===== src/core/ltd_pkg.sv =====
`default_nettype none
package ltd_pkg;

    // ****
    // Timing
    // ****
    localparam int TICK_CYCLES      = 10_000;
    localparam int WINK_WAIT_MS     = 5000;
    localparam int WINK_MIN_MS      = 120;
    localparam int WINK_MAX_MS      = 320;
    localparam int ANSWER_WAIT_MS   = 30000;
    localparam int INJECT_PERIOD_MS = 1000;
    localparam int DIGIT_GAP_MS     = 100;

    // ****
    // Sizes
    // ****
    localparam int MAX_DIGITS = 12;
    localparam int PRBS_LEN   = 9;
    localparam int PRBS_TAP   = 4;
    localparam logic [8:0] PRBS_SEED = 9'h1FF;

    // ****
    // Register map
    // ****
    localparam logic [7:0] ADDR_CTRL      = 8'h00;
    localparam logic [7:0] ADDR_STATUS    = 8'h04;
    localparam logic [7:0] ADDR_DIGIT     = 8'h08;
    localparam logic [7:0] ADDR_CMD       = 8'h0C;
    localparam logic [7:0] ADDR_RESULT    = 8'h10;
    localparam logic [7:0] ADDR_STORED_LO = 8'h14;
    localparam logic [7:0] ADDR_STORED_HI = 8'h18;
    localparam logic [3:0] CTRL_RESET     = 4'h0;
    localparam logic [3:0] DIGIT_MAX      = 4'h9;

    localparam logic [1:0] CMD_STORE  = 2'h0;
    localparam logic [1:0] CMD_DIAL   = 2'h1;
    localparam logic [1:0] CMD_HANGUP = 2'h2;

    typedef struct packed {
        logic dte_loop_en;
        logic prbs;
        logic remote_digital_loop;
        logic local_analog_loop;
    } ltd_ctrl_t;

    typedef enum logic [3:0] {
        RES_NONE       = 4'h0,
        RES_DIALING    = 4'h1,
        RES_CONNECT    = 4'h2,
        RES_NO_WINK    = 4'h3,
        RES_SHORT_WINK = 4'h4,
        RES_LONG_WINK  = 4'h5,
        RES_NO_CARRIER = 4'h6,
        RES_DTR_OFF    = 4'h7,
        RES_OFF_HOOK   = 4'h8
    } ltd_result_t;

    typedef enum logic [2:0] {
        ST_IDLE  = 3'b000,
        ST_SEIZE = 3'b001,
        ST_WINK  = 3'b011,
        ST_SEND  = 3'b010,
        ST_WAIT  = 3'b110,
        ST_CONN  = 3'b111
    } ltd_state_t;

    typedef enum logic [2:0] {
        LOOP_NONE = 3'h0,
        LOOP_SEAL = 3'h1,
        LOOP_DSU  = 3'h2,
        LOOP_FAR  = 3'h3,
        LOOP_LAL  = 3'h4,
        LOOP_RDL  = 3'h5
    } ltd_loop_t;

endpackage
`default_nettype wire


===== src/core/ltd_loop_dial.sv =====
`timescale 1ns/1ps
`default_nettype none

// Summary of operation
// RULE1 - Local loop returns own transmit, lights indicator
// RULE2 - Remote loop from switch, gated lead, software
// RULE3 - Far-requested remote loop retransmits received line data
// RULE4 - Sealing current reversal loops line, lights indicator
// RULE5 - Office loop signal returns data, lights indicator
// RULE6 - Send 511 pattern, pulse error per bit
// RULE7 - Error variant corrupts pattern about once per second
// RULE8 - Error variant only from switch, never software
// RULE9 - Store up to 12 digits on return
// RULE10 - Stored number dials on terminal-ready rise
// RULE11 - Empty store clears number, disables auto dial
// RULE12 - Stored number readable without change
// RULE13 - Dial new: report start, echo digits
// RULE14 - No wink within 5 s fails
// RULE15 - Wink under 120 ms short, over 320 long
// RULE16 - No answer in 30 s: no carrier
// RULE17 - Answer gives connect result
// RULE18 - Dial without terminal-ready refused
// RULE19 - Dial while connected refused as off-hook
// RULE20 - Commands ignored until dial result issued
// RULE21 - Hang-up releases line, ends call
// RULE22 - Configurer enables assurance and forced send
// RULE23 - Timers run from millisecond tick
// RULE24 - One loop at once, office loops first
module ltd_loop_dial #(
    parameter int TICK_CYCLES    = ltd_pkg::TICK_CYCLES,
    parameter int WINK_WAIT_MS   = ltd_pkg::WINK_WAIT_MS,
    parameter int ANSWER_WAIT_MS = ltd_pkg::ANSWER_WAIT_MS,
    parameter int INJECT_MS      = ltd_pkg::INJECT_PERIOD_MS,
    parameter int MAX_DIGITS     = ltd_pkg::MAX_DIGITS
) (
    input  wire logic        pclk,
    input  wire logic        presetn,
    input  wire logic [7:0]  paddr,
    input  wire logic        psel,
    input  wire logic        penable,
    input  wire logic        pwrite,
    input  wire logic [31:0] pwdata,
    output logic      [31:0] prdata,
    output logic             pready,
    output logic             pslverr,
    input  wire logic        sw_local,
    input  wire logic        sw_remote,
    input  wire logic        sw_prbs,
    input  wire logic        sw_prbs_err,
    input  wire logic        dte_local_loop,
    input  wire logic        dte_remote_loop,
    input  wire logic        dte_ready,
    input  wire logic        bit_stb,
    input  wire logic        term_tx_bit,
    input  wire logic        line_rx_bit,
    output logic             line_tx_bit,
    output logic             term_rx_bit,
    input  wire logic        sealing_reversed,
    input  wire logic        co_loop_signal,
    input  wire logic        far_rdl_request,
    output logic             rdl_request,
    output logic             test_mode_indicator,
    output logic             error_pulse,
    input  wire logic        wink_in,
    input  wire logic        answer_in,
    output logic             off_hook,
    output logic      [3:0]  dial_digit,
    output logic             dial_digit_stb
);

    // ****
    // Working widths
    // ****
    localparam int TW = $clog2(TICK_CYCLES + 1);
    localparam logic [TW-1:0] TICK_LAST = TW'(TICK_CYCLES - 1);
    localparam logic [15:0] T_WINK_WAIT = 16'(WINK_WAIT_MS - 1);
    localparam logic [15:0] T_WINK_MIN  = 16'(ltd_pkg::WINK_MIN_MS);
    localparam logic [15:0] T_WINK_MAX  = 16'(ltd_pkg::WINK_MAX_MS);
    localparam logic [15:0] T_ANSWER    = 16'(ANSWER_WAIT_MS - 1);
    localparam logic [15:0] T_GAP       = 16'(ltd_pkg::DIGIT_GAP_MS - 1);
    localparam logic [15:0] T_INJECT    = 16'(INJECT_MS - 1);
    localparam logic [3:0]  N_DIGITS    = 4'(MAX_DIGITS);

    // ****
    // Millisecond tick
    // ****
    logic [TW-1:0] tick_cnt_ff;
    wire           ms_tick = (tick_cnt_ff == TICK_LAST);

    always_ff @(posedge pclk or negedge presetn)
    begin
        if (!presetn)
            tick_cnt_ff <= '0;
        else
            tick_cnt_ff <= ms_tick ? '0 : tick_cnt_ff + 1'b1; // RULE23
    end

    // ****
    // Bus decode
    // ****
    ltd_pkg::ltd_ctrl_t ctrl_ff;
    wire acc      = psel & penable;
    wire wr_en    = acc & pwrite;
    wire hit_ctrl = (paddr == ltd_pkg::ADDR_CTRL);
    wire hit_stat = (paddr == ltd_pkg::ADDR_STATUS);
    wire hit_dig  = (paddr == ltd_pkg::ADDR_DIGIT);
    wire hit_cmd  = (paddr == ltd_pkg::ADDR_CMD);
    wire hit_res  = (paddr == ltd_pkg::ADDR_RESULT);
    wire hit_slo  = (paddr == ltd_pkg::ADDR_STORED_LO);
    wire hit_shi  = (paddr == ltd_pkg::ADDR_STORED_HI);
    wire hit_any  = hit_ctrl | hit_stat | hit_dig | hit_cmd | hit_res
                  | hit_slo | hit_shi;

    assign pready  = 1'b1;
    assign pslverr = acc & ~hit_any;

    always_ff @(posedge pclk or negedge presetn)
    begin
        if (!presetn)
            ctrl_ff <= ltd_pkg::CTRL_RESET;
        else if (wr_en && hit_ctrl)
            ctrl_ff <= pwdata[3:0];
    end

    // ****
    // Loop arbitration
    // ****
    wire lal_req = ctrl_ff.local_analog_loop | sw_local
                 | (ctrl_ff.dte_loop_en & dte_local_loop);
    wire rdl_req = ctrl_ff.remote_digital_loop | sw_remote
                 | (ctrl_ff.dte_loop_en & dte_remote_loop); // RULE2

    // Office loops win; far, local and remote loop requests are masked by them
    ltd_pkg::ltd_loop_t loop_sel;
    assign loop_sel = sealing_reversed ? ltd_pkg::LOOP_SEAL :   // RULE24
                      co_loop_signal   ? ltd_pkg::LOOP_DSU  :
                      far_rdl_request  ? ltd_pkg::LOOP_FAR  :
                      lal_req          ? ltd_pkg::LOOP_LAL  :
                      rdl_req          ? ltd_pkg::LOOP_RDL  :
                                         ltd_pkg::LOOP_NONE;

    wire loop_to_line = (loop_sel == ltd_pkg::LOOP_SEAL)       // RULE4
                      | (loop_sel == ltd_pkg::LOOP_DSU)        // RULE5
                      | (loop_sel == ltd_pkg::LOOP_FAR);       // RULE3
    wire lal_on       = (loop_sel == ltd_pkg::LOOP_LAL);
    wire rdl_on       = (loop_sel == ltd_pkg::LOOP_RDL);

    // ****
    // Pattern
    // ****
    wire prbs_on = sw_prbs | sw_prbs_err | ctrl_ff.prbs;       // RULE8
    wire inj_on  = sw_prbs_err;                                // RULE8

    logic [8:0]  gen_ff;
    logic [8:0]  chk_ff;
    logic [3:0]  fill_ff;
    logic [15:0] inj_cnt_ff;
    logic        inj_pend_ff;

    wire gen_bit   = gen_ff[8] ^ gen_ff[ltd_pkg::PRBS_TAP];    // RULE6
    wire tx_prbs   = gen_bit ^ (inj_on & inj_pend_ff);         // RULE7
    wire nxt_line_tx = loop_to_line ? line_rx_bit :
                       prbs_on      ? tx_prbs     : term_tx_bit;
    wire rx_path   = lal_on ? nxt_line_tx : line_rx_bit;       // RULE1
    wire chk_exp   = chk_ff[8] ^ chk_ff[ltd_pkg::PRBS_TAP];
    wire chk_sync  = (fill_ff == 4'(ltd_pkg::PRBS_LEN));
    wire inj_due   = ms_tick & (inj_cnt_ff == T_INJECT);

    always_ff @(posedge pclk or negedge presetn)
    begin
        if (!presetn)
        begin
            gen_ff  <= ltd_pkg::PRBS_SEED;
            chk_ff  <= '0;
            fill_ff <= '0;
        end
        else if (bit_stb)
        begin
            gen_ff  <= {gen_ff[7:0], gen_bit};
            chk_ff  <= {chk_ff[7:0], rx_path};
            fill_ff <= (!prbs_on) ? 4'h0 : chk_sync ? fill_ff
                                         : fill_ff + 4'h1;
        end
    end

    // Ms-spaced injection, rate independent of line rate
    always_ff @(posedge pclk or negedge presetn)
    begin
        if (!presetn)
        begin
            inj_cnt_ff  <= '0;
            inj_pend_ff <= 1'b0;
        end
        else
        begin
            if (!inj_on)
                inj_cnt_ff <= '0;
            else if (ms_tick)
                inj_cnt_ff <= inj_due ? 16'h0000 : inj_cnt_ff + 16'h0001;
            if (inj_on && inj_due)
                inj_pend_ff <= 1'b1;                           // RULE7
            else if (bit_stb || !inj_on)
                inj_pend_ff <= 1'b0;
        end
    end

    always_ff @(posedge pclk or negedge presetn)
    begin
        if (!presetn)
        begin
            line_tx_bit         <= 1'b1;
            term_rx_bit         <= 1'b1;
            error_pulse         <= 1'b0;
            rdl_request         <= 1'b0;
            test_mode_indicator <= 1'b0;
        end
        else
        begin
            if (bit_stb)
            begin
                line_tx_bit <= nxt_line_tx;
                term_rx_bit <= rx_path;
            end
            error_pulse <= bit_stb & prbs_on & chk_sync
                         & (rx_path != chk_exp);               // RULE6
            rdl_request <= rdl_on;
            test_mode_indicator <= (loop_sel != ltd_pkg::LOOP_NONE)
                                 | prbs_on;                    // RULE1
        end
    end

    // ****
    // Number storage
    // ****
    ltd_pkg::ltd_state_t state_ff;
    ltd_pkg::ltd_state_t nxt_state;
    logic [3:0]  entry_ff  [MAX_DIGITS];
    logic [3:0]  stored_ff [MAX_DIGITS];
    logic [3:0]  dial_ff   [MAX_DIGITS];
    logic [3:0]  entry_cnt_ff;
    logic [3:0]  stored_cnt_ff;
    logic [3:0]  dial_cnt_ff;
    logic [3:0]  dial_idx_ff;
    logic        stored_ok_ff;
    logic        dte_ready_ff;
    logic [15:0] timer_ff;
    logic        start;
    logic        evt;
    ltd_pkg::ltd_result_t evt_code;
    ltd_pkg::ltd_result_t result_ff;
    logic        result_new_ff;
    logic [3:0]  echo_ff;

    // Commands are dropped while an attempt is unresolved
    wire busy     = (state_ff != ltd_pkg::ST_IDLE)
                  & (state_ff != ltd_pkg::ST_CONN);            // RULE20
    wire cmd_wr   = wr_en & hit_cmd & ~busy;
    wire cmd_st   = cmd_wr & (pwdata[1:0] == ltd_pkg::CMD_STORE);
    wire cmd_dial = cmd_wr & (pwdata[1:0] == ltd_pkg::CMD_DIAL);
    wire cmd_hang = cmd_wr & (pwdata[1:0] == ltd_pkg::CMD_HANGUP);
    wire dig_ok   = wr_en & hit_dig & ~busy & (entry_cnt_ff < N_DIGITS)
                  & (pwdata[3:0] <= ltd_pkg::DIGIT_MAX);       // RULE9
    wire auto_dial = dte_ready & ~dte_ready_ff & stored_ok_ff
                   & ~cmd_wr;                                  // RULE10
    wire last_sent = (dial_idx_ff == dial_cnt_ff);

    always_ff @(posedge pclk)
    begin
        if (dig_ok)
            entry_ff[entry_cnt_ff] <= pwdata[3:0];
        if (cmd_st)
            stored_ff <= entry_ff;                             // RULE9
        if (start)
            dial_ff <= cmd_dial ? entry_ff : stored_ff;
    end

    always_ff @(posedge pclk or negedge presetn)
    begin
        if (!presetn)
        begin
            entry_cnt_ff  <= '0;
            stored_cnt_ff <= '0;
            stored_ok_ff  <= 1'b0;
            dte_ready_ff  <= 1'b0;
        end
        else
        begin
            dte_ready_ff <= dte_ready;
            if (cmd_st || cmd_dial)
                entry_cnt_ff <= '0;
            else if (dig_ok)
                entry_cnt_ff <= entry_cnt_ff + 4'h1;
            if (cmd_st)
            begin
                stored_cnt_ff <= entry_cnt_ff;
                stored_ok_ff  <= (entry_cnt_ff != 4'h0);       // RULE11
            end
        end
    end

    // ****
    // Dial sequencer
    // ****
    always_comb
    begin
        nxt_state = state_ff;
        start     = 1'b0;
        evt       = 1'b0;
        evt_code  = ltd_pkg::RES_NONE;
        case (state_ff)
            ltd_pkg::ST_IDLE:
            begin
                if (cmd_dial && !dte_ready)
                begin
                    evt      = 1'b1;                           // RULE18
                    evt_code = ltd_pkg::RES_DTR_OFF;
                end
                else if (cmd_dial || auto_dial)
                begin
                    nxt_state = ltd_pkg::ST_SEIZE;
                    start     = 1'b1;
                    evt       = 1'b1;                          // RULE13
                    evt_code  = ltd_pkg::RES_DIALING;
                end
            end
            ltd_pkg::ST_SEIZE:
            begin
                if (wink_in)
                    nxt_state = ltd_pkg::ST_WINK;
                else if (ms_tick && timer_ff >= T_WINK_WAIT)
                begin
                    nxt_state = ltd_pkg::ST_IDLE;              // RULE14
                    evt       = 1'b1;
                    evt_code  = ltd_pkg::RES_NO_WINK;
                end
            end
            ltd_pkg::ST_WINK:
            begin
                if (!wink_in && timer_ff < T_WINK_MIN)
                begin
                    nxt_state = ltd_pkg::ST_IDLE;              // RULE15
                    evt       = 1'b1;
                    evt_code  = ltd_pkg::RES_SHORT_WINK;
                end
                else if (!wink_in)
                    nxt_state = ltd_pkg::ST_SEND;
                else if (ms_tick && timer_ff >= T_WINK_MAX)
                begin
                    nxt_state = ltd_pkg::ST_IDLE;              // RULE15
                    evt       = 1'b1;
                    evt_code  = ltd_pkg::RES_LONG_WINK;
                end
            end
            ltd_pkg::ST_SEND:
            begin
                if (ms_tick && timer_ff >= T_GAP && last_sent)
                    nxt_state = ltd_pkg::ST_WAIT;
            end
            ltd_pkg::ST_WAIT:
            begin
                if (answer_in)
                begin
                    nxt_state = ltd_pkg::ST_CONN;              // RULE17
                    evt       = 1'b1;
                    evt_code  = ltd_pkg::RES_CONNECT;
                end
                else if (ms_tick && timer_ff >= T_ANSWER)
                begin
                    nxt_state = ltd_pkg::ST_IDLE;              // RULE16
                    evt       = 1'b1;
                    evt_code  = ltd_pkg::RES_NO_CARRIER;
                end
            end
            ltd_pkg::ST_CONN:
            begin
                if (cmd_hang)
                    nxt_state = ltd_pkg::ST_IDLE;              // RULE21
                else if (cmd_dial)
                begin
                    evt      = 1'b1;                           // RULE19
                    evt_code = ltd_pkg::RES_OFF_HOOK;
                end
            end
            default:
                nxt_state = ltd_pkg::ST_IDLE;
        endcase
    end

    wire send_now = (state_ff == ltd_pkg::ST_SEND) & ms_tick
                  & (timer_ff >= T_GAP) & ~last_sent;          // RULE13
    wire tmr_clr  = (nxt_state != state_ff) | send_now;
    wire rd_res   = acc & ~pwrite & hit_res;

    always_ff @(posedge pclk or negedge presetn)
    begin
        if (!presetn)
        begin
            state_ff       <= ltd_pkg::ST_IDLE;
            timer_ff       <= '0;
            dial_cnt_ff    <= '0;
            dial_idx_ff    <= '0;
            off_hook       <= 1'b0;
            dial_digit     <= '0;
            dial_digit_stb <= 1'b0;
            echo_ff        <= '0;
        end
        else
        begin
            state_ff <= nxt_state;
            if (tmr_clr)
                timer_ff <= '0;
            else if (ms_tick)
                timer_ff <= timer_ff + 16'h0001;               // RULE23
            if (start)
            begin
                dial_cnt_ff <= cmd_dial ? entry_cnt_ff : stored_cnt_ff;
                dial_idx_ff <= '0;
            end
            else if (send_now)
                dial_idx_ff <= dial_idx_ff + 4'h1;
            off_hook       <= (nxt_state != ltd_pkg::ST_IDLE); // RULE21
            dial_digit_stb <= send_now;
            if (send_now)
            begin
                dial_digit <= dial_ff[dial_idx_ff];
                echo_ff    <= dial_ff[dial_idx_ff];            // RULE13
            end
        end
    end

    // New event beats the clearing read
    always_ff @(posedge pclk or negedge presetn)
    begin
        if (!presetn)
        begin
            result_ff     <= ltd_pkg::RES_NONE;
            result_new_ff <= 1'b0;
        end
        else if (evt)
        begin
            result_ff     <= evt_code;
            result_new_ff <= 1'b1;
        end
        else if (rd_res)
            result_new_ff <= 1'b0;
    end

    // ****
    // Read data
    // ****
    logic [47:0] stored_flat;
    genvar gi;
    generate
        for (gi = 0; gi < 12; gi++)
        begin : g_pack
            if (gi < MAX_DIGITS)
            begin : g_dig
                assign stored_flat[gi*4 +: 4] = stored_ff[gi]; // RULE12
            end
            else
            begin : g_pad
                assign stored_flat[gi*4 +: 4] = 4'h0;
            end
        end
    endgenerate

    wire [31:0] stat_word = {19'h0, entry_cnt_ff, stored_ok_ff, busy,
                             off_hook, inj_on, prbs_on, loop_sel,
                             test_mode_indicator};
    wire [31:0] res_word  = {16'h0, dial_idx_ff, echo_ff, 3'h0,
                             result_new_ff, result_ff};
    wire [31:0] rd_mux =
        hit_ctrl ? {28'h0, ctrl_ff} :
        hit_stat ? stat_word :
        hit_res  ? res_word :
        hit_slo  ? stored_flat[31:0] :
        hit_shi  ? {12'h0, stored_cnt_ff, stored_flat[47:32]} :
                   32'h0000_0000;

    // Setup capture keeps access zero-wait
    always_ff @(posedge pclk or negedge presetn)
    begin
        if (!presetn)
            prdata <= '0;
        else if (psel && !penable && !pwrite)
            prdata <= rd_mux;
    end

endmodule // ltd_loop_dial
`default_nettype wire


===== config.mk =====
export PLATFORM = sky130hd
export DESIGN_NAME = ltd_loop_dial
export DESIGN_NICKNAME = d
export VERILOG_FILES = /design/src/core/ltd_pkg.sv /design/src/core/ltd_loop_dial.sv
export SDC_FILE = /design/constraint.sdc
export NUM_CORES = 1
export LEC_CHECK = 0
export BUFFER_PORTS_ARGS = -buffer_cell sky130_fd_sc_hd__buf_4
export CORE_MARGIN = 2
export CORE_UTILIZATION = 50
export DETAILED_ROUTE_END_ITERATION = 10
export GPL_ROUTABILITY_DRIVEN = 0
export PLACE_DENSITY = 0.76
export SYNTH_ARGS = -nofsm -noshare
export SYNTH_HDL_FRONTEND = slang
export SYNTH_SLANG_ARGS = --single-unit

===== constraint.sdc =====
create_clock -name pclk -period 5.4 [get_ports pclk]
set_input_delay 0.54 -clock pclk [delete_from_list [all_inputs] [get_ports pclk]]
set_output_delay 0.54 -clock pclk [all_outputs]
set_load 0.01 [all_outputs]

* Word-level counts from Yosys, hierarchy flattened
Cells that the tools add are included.
** Storage, ports and cells
- Bits in registers :: 286
- Input port bits :: 60
- Output and inout bits :: 45
- Word-level logic and storage cells :: 271
** Cells by class
- Add/sub/neg operators :: 6
- Magnitude comparators :: 10
- Eq/ne operators :: 27
- Muxes and demuxes :: 75
- Bitwise operators :: 55
- Reduce and logical (&&, ||, !) cells :: 33
** Operators with widths (count)
- 32-bit 2-to-1 mux :: 4
- 16-bit 2-to-1 mux :: 5
- 3-bit 2-to-1 mux :: 22
- 48-bit bitwise mux :: 1
- 4-bit 2-to-1 mux :: 12
- 48-bit 2-to-1 mux :: 1
- 16-bit by 1-bit adder with 16-bit output (second input constant) :: 2
- 1-bit bitwise AND :: 28
- 8-bit by 5-bit equality test with 1-bit output (second input constant) :: 3
- 1-bit 2-to-1 mux :: 21
- 20-bit 2-to-1 mux :: 1
- 4-bit case mux with 5 select lines :: 1
- 3-bit case mux with 6 select lines :: 1
- 4-bit binary-select mux with 4-bit select :: 1
- 4-bit demux with 4-bit select :: 1
- 16-bit by 10-bit equality test with 1-bit output (second input constant) :: 1
- 8-bit by 4-bit equality test with 1-bit output (second input constant) :: 2
- 16-bit by 13-bit >= comparator with 1-bit output (second input constant) :: 1
- 16-bit by 15-bit >= comparator with 1-bit output (second input constant) :: 1
- 16-bit by 7-bit >= comparator with 1-bit output (second input constant) :: 1
- 16-bit by 9-bit >= comparator with 1-bit output (second input constant) :: 1
- 16-bit by 7-bit less-than comparator with 1-bit output (second input constant) :: 1
- 1-bit OR :: 16
- 14-bit by 1-bit adder with 14-bit output (second input constant) :: 1
- other kinds (35) :: 77

* Logic depth before layout (Yosys ltp)
Gate-level depths: netlist of run 1.
- Word-level depth :: 14
- Depth in mapped cells :: 9

* Worst setup path after synthesis of run 1
No wires, ideal clock.
- Path kind :: in2reg
- Start point :: input paddr[7]
- End point :: register stored_ff[0] (netlist name), enable pin
- Setup time :: 0.513 ns
- Arrival time :: 4.729 ns
- Path slack :: 0.158 ns
- Stages :: 5
- Buffers on the path :: 1
- Cell sequence :: or4_1 > buf_2 > nor2_4 > nand3_1 > nor3_1
** On the way
- Cells in the longest elaborated chain, start to end :: 4
** Ends and longest elaborated chain
- from (decl) :: RTL line ltd_loop_dial.sv:38 : input wire logic [7:0] paddr,
- 8-bit by 4-bit equality test with 1-bit output :: RTL line ltd_loop_dial.sv:107 : wire hit_cmd = (paddr == ltd_pkg::ADDR_CMD);
- 1-bit bitwise AND (2 in series) :: RTL line ltd_loop_dial.sv:257 : wire cmd_wr = wr_en & hit_cmd & ~busy;
- 1-bit bitwise AND :: RTL line ltd_loop_dial.sv:258 : wire cmd_st = cmd_wr & (pwdata[1:0] == ltd_pkg::CMD_STORE);
- via cmd_st :: RTL line ltd_loop_dial.sv:258
- to (signal assigned) :: RTL line ltd_loop_dial.sv:272 : stored_ff <= entry_ff;
- to (decl) :: RTL line ltd_loop_dial.sv:238 : logic [3:0] stored_ff [MAX_DIGITS];
The timed path passes the listed nets, and every way through them passes these cells.
A chain may end at the register's enable or synchronous reset.

* Worst setup path in the final report of run 1
- Start point :: register tick_cnt_ff[6]
- End point :: register timer_ff[2]
** On the way
- Cells in the longest elaborated chain, start to end :: 9
** Ends and longest elaborated chain
- from (decl) :: RTL line ltd_loop_dial.sv:87 : logic [TW-1:0] tick_cnt_ff;
- from (signal assigned) :: RTL line ltd_loop_dial.sv:95 : tick_cnt_ff <= ms_tick ? '0 : tick_cnt_ff + 1'b1;
- 14-bit equality test (*) :: RTL line ltd_loop_dial.sv:88 : wire ms_tick = (tick_cnt_ff == TICK_LAST);
- 1-bit logical AND :: RTL line ltd_loop_dial.sv:347 : else if (ms_tick && timer_ff >= T_WINK_MAX)
- 3-bit 2-to-1 mux :: RTL line ltd_loop_dial.sv:347
- 3-bit 2-to-1 mux :: RTL line ltd_loop_dial.sv:345 : else if (!wink_in)
- 3-bit 2-to-1 mux :: RTL line ltd_loop_dial.sv:339 : if (!wink_in && timer_ff < T_WINK_MIN)
- 3-bit case mux with 6 select lines :: RTL line ltd_loop_dial.sv:310 : case (state_ff)
- 3-bit inequality test :: RTL line ltd_loop_dial.sv:391 : wire tmr_clr = (nxt_state != state_ff) | send_now;
- 1-bit OR :: RTL line ltd_loop_dial.sv:391
- 16-bit 2-to-1 mux or 2-bit nonzero test (tied branches)
- to (signal assigned) :: RTL line ltd_loop_dial.sv:413 : timer_ff <= timer_ff + 16'h0001;
- to (decl) :: RTL line ltd_loop_dial.sv:246 : logic [15:0] timer_ff;
Mark *: on every way between the ends. The rest lies on a longest branch, timed or not.

==> out/qor.yml, run 1 <==
timing:
  fin_setup_tns_ns: 0
  setup_viol: 0
  rsz0062_at_grt: "false"
  fin_crit_ns: 3.331
  finalHoldViolCount: 0
  slew_violations: 0
  holdWs_ns: 0.05310
  tightest_slew_ns: 1.312
  slew_headroom_pct: 12.08
  fin_skew_ns: 0.01782
  fmax_mhz: 300.2
  timing.final.crit_share_pct: 61.69
yosys:
  synth-edff-count: 144
  synth_seq_cells: 286
  synth_nets: 1145
  syn_area_sq_um: 12730
  netlist_instances: 1075
  async_reset_ff_share_pct: 49.65
  yosysWarnings: 0
  synth_flop_cell: "edfxtp_1"
  avgSynthCellArea_sq_um: 11.84
  ys_seq_area_share_pct: 61.99
  synth.distinct_cells: 70
power_and_ir_drop:
  finalPower_mw: 4.858
  p_leak_nw: 6.068
  cellPowerDensity_nw_per_um2: 332.2
  peakVddDrop_mv: 0.2314
die:
  die_area_sq_um: 26750
  io_pins: 105
  fp.dieW_um: 163.6
  coreArea_sq_um: 25110
  rows: 58
  start_util_pct: 50.70
  die-height_um: 163.6
setup_path:
  cp-start-kind: "flip-flop"
  cp.required_ns: 5.78
  r2r_start: "tick_cnt_ff[6]$_DFF_PN0_"
  cp-endpoint: "timer_ff[2]$_DFFE_PN0P_"
  startpoint: "tick_cnt_ff[6]$_DFF_PN0_"
  crit_type: "reg2reg"
  cp.arrival_ns: 3.71
  critPathCaptureType: "flip-flop"
  r2r_slack_ns: 2.07
  ff2ff_path_depth: 6
  regToRegEndpoint: "timer_ff[2]$_DFFE_PN0P_"
  crit_fanout: 16
cells_and_area:
  fill_cells: 2079
  area_growth_pct: 14.90
  post-route-util_pct: 58.25
  final_cell_mix: "nand2_1 (216), edfxtp_1 (144), dfrtp_1 (131)"
  stdcell_area_sq_um: 14630
  final_common_cell: "nand2_1"
  finalNetCount: 1209
  drive_gt1_share_pct: 19.35
outcome:
  status: "complete, no violations"
route:
  first_iter_violations: 895
  drt-total-wl_um: 28780
  wire_per_inst_um: 19.26
  drc: 0
  vias: 8605
  firstDrtPassIters: 5
  postRouteAntennaNets: 0
  avgViaCountPerCell: 5.760
clock_tree:
  clk_latency_ns: 0.55
  post_cts.repair.setup_buffers: 0
  clk_path_buf_depth: 3
  cts.clk_slew.worst_paths_ns: 0.06
  cts_resized: 0
  cts_buffers: 30
  cts_sinks: 286
  cts_tree: "built"
  cts_hold_buf: 0
  htree_levels: 1
  cts_root_buffer: "clkbuf_16"
global_routing:
  grt_max_degree: 87
  antenna_found_initial: 1
  grt_use_total_pct: 21.92
  grt_pass1_wl_um: 46080
  grt.overflow.total: 0
  grt_pass1_vias: 8583
worst_hold_path:
  hp-class: "in2async"
placed_design:
  hpwl_um: 18920
  post_dp_cell_area_sq_um: 13600
  io_buffers: 75
job:
  drv_cap: 0
[flip-flops by register name (all words and copies together) (netlist names), 3 cells and up]
name           flops
dial_ff           48
dial_idx_ff        4
state_ff           3
result_ff          4
echo_ff            4
timer_ff          16
entry_cnt_ff       4
stored_ff         48
prdata            32
tick_cnt_ff       14
chk_ff             9
inj_cnt_ff        16
dial_cnt_ff        4
fill_ff            4
entry_ff          48
gen_ff             9
ctrl_ff            4
stored_cnt_ff      4
[routing by layer]
metal | wire, um | vias to the layer above | share of wire (%) | global-route usage, %
li1 | - | 3993 | - | -
met1 | 11970 | 4257 | 42 | 29.50
met2 | 14060 | 305 | 49 | 36.57
met3 | 2013 | 50 | 7.0 | 3.707
met4 | 736 | 0 | 2.6 | 6.898
met5 | 0 | - | 0 | 0
[cell type report]
type	instances	area (sq um)	area share (%)
multi-input cells	715	4564	31.21
flip-flops and latches	286	7891	53.95
well taps	330	412.9	2.823
clock inverters	15	130.1	0.8897
clock buffers	41	893.4	6.108
inverters	18	67.56	0.4619
repair buffers	88	664.4	4.542
diodes	1	2.502	0.01711
[per-stage QoR]
step                      std cells  worst slack, ns
after floorplan                1075           0.1578
after global placement         1437            1.945
after detailed placement       1437            1.898
after CTS                      1493            2.073
after global routing           1493            1.860
final                          1494            2.069
[kinds of logic after synthesis]
kind of cell	after synthesis	share of synthesized area, %
flops	286	61.99
simple gates	451	17.31
compound gates	144	7.745
other cells	1	0.02946
mux	58	6.123
buf+inv	74	2.310
fa+ha+maj	10	0.9829
xor+xnor	51	3.509
[cell usage after synthesis, drive strengths merged, types with 3 or more instances]
library cell | n | area, sq um
o2111ai | 8 | 70.07
ha | 10 | 125.1
dfrtp | 131 | 3278
a21boi | 6 | 45.05
or4 | 4 | 30.03
a21o | 3 | 22.52
mux2i | 7 | 70.07
a32o | 3 | 30.03
inv | 18 | 67.56
nor3 | 29 | 190.2
or3 | 5 | 31.28
o21a | 4 | 30.03
edfxtp | 144 | 4324
a21oi | 23 | 115.1
and2 | 13 | 81.33
a22oi | 7 | 52.55
xnor2 | 23 | 201.4
mux2 | 39 | 439.2
nand3 | 35 | 175.2
mux4 | 12 | 270.3
o22ai | 7 | 50.05
nor4 | 10 | 90.08
nor2 | 52 | 202.7
o31ai | 9 | 67.56
clkbuf | 45 | 168.9
dfstp | 11 | 289.0
nor2b | 12 | 75.07
nand4 | 19 | 118.9
xor2 | 28 | 245.2
and4 | 6 | 52.55
a221oi | 4 | 35.03
a211oi | 3 | 22.52
and3 | 22 | 137.6
nand2b | 14 | 87.58
o21ai | 36 | 180.2
nand2 | 216 | 810.8
a31oi | 6 | 37.54
or2 | 3 | 18.77
buf | 11 | 57.55
a22o | 12 | 105.1
[worst min path at each step]
stage / from / to / cells after the start / slack, ns
3_5_place_dp: entry_ff[44]$_DFFE_PP_ / stored_ff[44]$_DFFE_PP_ / 0 / 0.43
2_1_floorplan: presetn / chk_ff[0]$_DFFE_PN0P_ / 0 / 0.24
6_report: presetn / prdata[29]$_DFFE_PN0P_ / 1 / 0.05
3_3_place_gp: entry_ff[39]$_DFFE_PP_ / stored_ff[39]$_DFFE_PP_ / 0 / 0.43
4_1_cts: presetn / prdata[29]$_DFFE_PN0P_ / 1 / 0.08
5_1_grt: presetn / prdata[29]$_DFFE_PN0P_ / 1 / 0.12
[power by group]
part | switching, mW | internal (mW)
registers | 0.0714 | 2.40
logic | 0.173 | 0.143
clock network | 0.859 | 1.22
[worst max-delay path, cell delays in order, from the launching register on]
cell and delay [ns]:
dfrtp_1 0.43, or4b_1 0.58, nor4_4 0.67, nand2_1 0.17, a221oi_1 0.39, a311o_1 0.82
nor3_1 0.11
(Power assumes the default switching activity.)
==> run 2, diff against run 1 <==
--- a/config.mk
+++ b/config.mk
@@ -5,12 +5,13 @@
 export SDC_FILE = /design/constraint.sdc
 export NUM_CORES = 1
 export LEC_CHECK = 0
+export ABC_AREA = 1
 export BUFFER_PORTS_ARGS = -buffer_cell sky130_fd_sc_hd__buf_4
 export CORE_MARGIN = 2
 export CORE_UTILIZATION = 50
 export DETAILED_ROUTE_END_ITERATION = 10
 export GPL_ROUTABILITY_DRIVEN = 0
-export PLACE_DENSITY = 0.76
+export PLACE_DENSITY = 0.78
 export SYNTH_ARGS = -nofsm -noshare
 export SYNTH_HDL_FRONTEND = slang
 export SYNTH_SLANG_ARGS = --single-unit
==> constraint.sdc (replaced) <==
create_clock -name pclk -period 2.85 [get_ports pclk]
set_input_delay 0.285 -clock pclk [delete_from_list [all_inputs] [get_ports pclk]]
set_output_delay 0.285 -clock pclk [all_outputs]
set_load 0.01 [all_outputs]
==> out/qor.yml, run 2 <==
setup_path:
  cp_common_cell: "nand2_1"
  crit_fanout: 7  # -9
  cp-start-kind: "flip-flop"
  slowest_delay_ns: 0.52  # -0.30 ns
  worstPathCellList: "o21ai_1 -> nand3_2 -> a211oi_1 -> nand2_1 -> inv_1 -> nand2_1 -> nor2_1"
  slowest_stage: "nor2_1"
  cp.arrival_ns: 2.70  # -1.01 ns
  crit_type: "reg2reg"
  critPathCaptureType: "flip-flop"
  cp.required_ns: 3.02  # -2.76 ns
yosys:
  synth-edff-count: 144  # unchanged
  yosysMostFrequentCell: "nand2_1"
  yosysTopAreaCell: "edfxtp_1"
  synth_top_cell_area_share_pct: 33.27  # -0.70 points
  synth_nets: 1416  # +24%
  ys_seq_area_share_pct: 60.71  # -1.3 points
  synth_flop_cell: "edfxtp_1"
  syn_area_sq_um: 13000  # +2.1%
  avgSynthCellArea_sq_um: 9.656  # -18%
  yosysWarnings: 0  # unchanged
  synth_commonest_cells: "nand2_1 (276), inv_1 (164), nor2_1 (159)"
  synth.distinct_cells: 53  # -24%
  async_reset_ff_share_pct: 49.65  # unchanged
  netlist_instances: 1346  # +25%
  synthTopCellsByArea: "edfxtp_1 (33%), dfrtp_1 (25%), nand2_1 (8.0%)"
  synth_seq_cells: 286  # unchanged
timing:
  setup_viol: 0  # unchanged
  tightest_slew_ns: 0.6413  # -0.6703 ns
  fin_setup_tns_ns: 0  # unchanged
  fmax_mhz: 396.5  # +32%
  timing.final.crit_share_pct: 88.50  # +27 points
  fin_crit_ns: 2.522  # -0.8088 ns
  rsz0062_at_grt: "false"
  slew_headroom_pct: 57.24  # +45 points
  finalHoldViolCount: 0  # unchanged
  fin_skew_ns: 0.01693  # -0.0008932 ns
  slew_violations: 0  # unchanged
die:
  coreArea_sq_um: 25760  # +2.6%
  io_pins: 105  # unchanged
  fp.dieW_um: 165.2  # +1.0%
  die-height_um: 165.2  # +1.0%
  die_area_sq_um: 27300  # +2.1%
  rows: 59  # +1.7%
  start_util_pct: 50.45  # -0.25 points
clock_tree:
  cts.clk_slew.worst_paths_ns: 0.06  # about the same
  cts_buffers: 30  # unchanged
  htree_levels: 1  # unchanged
  post_cts.repair.setup_buffers: 0  # unchanged
  cts_root_buffer: "clkbuf_16"
  clk_latency_ns: 0.55  # about the same
  clk_path_buf_depth: 3  # unchanged
  cts_tree: "built"
  cts_sinks: 286  # unchanged
job:
  drv_cap: 0  # unchanged
power_and_ir_drop:
  p_leak_nw: 6.531  # +7.6%
  peakVddDrop_mv: 0.5539  # +140%
  cellPowerDensity_nw_per_um2: 614.4  # +85%
placed_design:
  hpwl_um: 22460  # +19%
  dp.cells: 1746  # +22%
  io_buffers: 75  # unchanged
cells_and_area:
  reg_top3: "dial_ff (48), entry_ff (48), stored_ff (48)"
  final_cell_mix: "nand2_1 (276), inv_1 (163), nor2_1 (158)"
  drive_gt1_share_pct: 14.01  # -5.3 points
  diodes: 0  # -1
  stdcell_count: 1805  # +21%
  final_common_cell: "nand2_1"
  area_growth_pct: 16.40
  finalNetCount: 1516  # +25%
  fill_cells: 2018  # -2.9%
route:
  firstDrtPassIters: 6  # +1
  drc: 0  # unchanged
  postRouteAntennaNets: 0  # unchanged
  first_iter_violations: 1117  # +25%
  wire_per_inst_um: 17.84  # -7.4%
  avgViaCountPerCell: 5.559  # -3.5%
  drt-total-wl_um: 32200  # +12%
  vias: 10034  # +17%
global_routing:
  grt_pass1_wl_um: 50970  # +11%
  grt_max_degree: 65  # -25%
  grt_pass1_vias: 9684  # +13%
  grt_use_total_pct: 24.06  # +2.1 points
  antenna_found_initial: 1  # unchanged
  grt.overflow.total: 0  # unchanged
worst_hold_path:
  hp-class: "in2reg"
outcome:
  status: "complete, no violations"
==> run 2: cell count changes after synthesis, sizes merged, moves of 14 or more <==
cell,delta
inv,+148
nor2,+132
o21ai,+68
nand2,+65
a21oi,+48
mux2,-38
nand3,+26
and3,-21
clkbuf,-21
xnor2,-20
nand2b,-14
==> run 2: worst max-delay path: cells and delay by family (launching register included) <==
family	cells	cell delay (ns)
simple gates	4	0.98
buf+inv	1	0.21
flops	1	0.45
compound gates	2	0.48
==> run 2: logic make-up after synthesis <==
kind of cell               share of synthesized area, %
DFF                                               60.71
buffers and inverters                             6.103
muxes                                            0.1636
AOI/OAI and AO/OA                                 10.51
and+or+nand+nor                                   19.83
adders and majority gates                        0.9626
xor gates and xnor gates                          1.685
other                                           0.02885
==> run 2: cell type report <==
cell class	instances	area [sq um]	area share (%)
inverter	166	623.1	4.118
clock buffer	38	812.0	5.367
timing repair buffer	104	829.5	5.483
clock inverter	18	229.0	1.513
multi-input combinational	858	4325	28.59
sequential	286	7891	52.16
tap	335	419.2	2.770
==> run 2: power breakdown <==
| group | switching, mW | internal [mW] |
|---|---|---|
| clock network | 1.61 | 2.47 |
| registers | 0.0918 | 4.48 |
| logic | 0.435 | 0.198 |
==> run 2: through the flow <==
stage	instance area [sq um]	setup WS [ns]	hold WS (ns)	total power, mW	utilization [%]
finish	15130	0.3277	0.01794	9.296	58.72
CTS	15130	0.2274	0.007183	9.325	58.71
global route	15130	0.1570	0.02160	9.588	58.72
detailed placement	14060	0.2541	0.3313	5.275	54.56
floorplan	13000	0.4868	-0.01059	5.050	-
global placement	14060	0.3525	0.3192	5.250	54.56
==> run 2: final timing paths <==
| kind | startpoint | to | slack [ns] | cells after the start |
|---|---|---|---|---|
| hold reg to reg | entry_ff[19]$_DFFE_PP_ | stored_ff[19]$_DFFE_PP_ | 0.45 | 0 |
| max in group asynchronous | presetn | timer_ff[11]$_DFFE_PN0P_ | 1.68 | 3 |
| hold / removal | co_loop_signal | rdl_request$_DFF_PN0_ | 0.02 | 3 |
| min in group asynchronous | presetn | inj_cnt_ff[6]$_DFFE_PN0P_ | 0.30 | 2 |
| setup / recovery | state_ff[1]$_DFF_PN0_ | entry_ff[2]$_DFFE_PP_ | 0.33 | 7 |
| setup reg to reg | state_ff[1]$_DFF_PN0_ | entry_ff[2]$_DFFE_PP_ | 0.33 | 7 |
==> run 2: routing by layer <==
layer,wire (um),share of wire [%],vias to the layer above,GRT usage [%]
li1,-,-,4711,-
met1,12820,40,4752,31.85
met2,15150,47,476,38.43
met3,2865,8.9,95,5.594
met4,1359,4.2,0,9.881
met5,0,0,-,0
==> run 2: timing repair <==
item,4_1_cts,5_1_grt
endpoints found under the setup margin,0,1
hold endpoints to repair,53,0
hold buffers,3,0
resized for setup,0,1
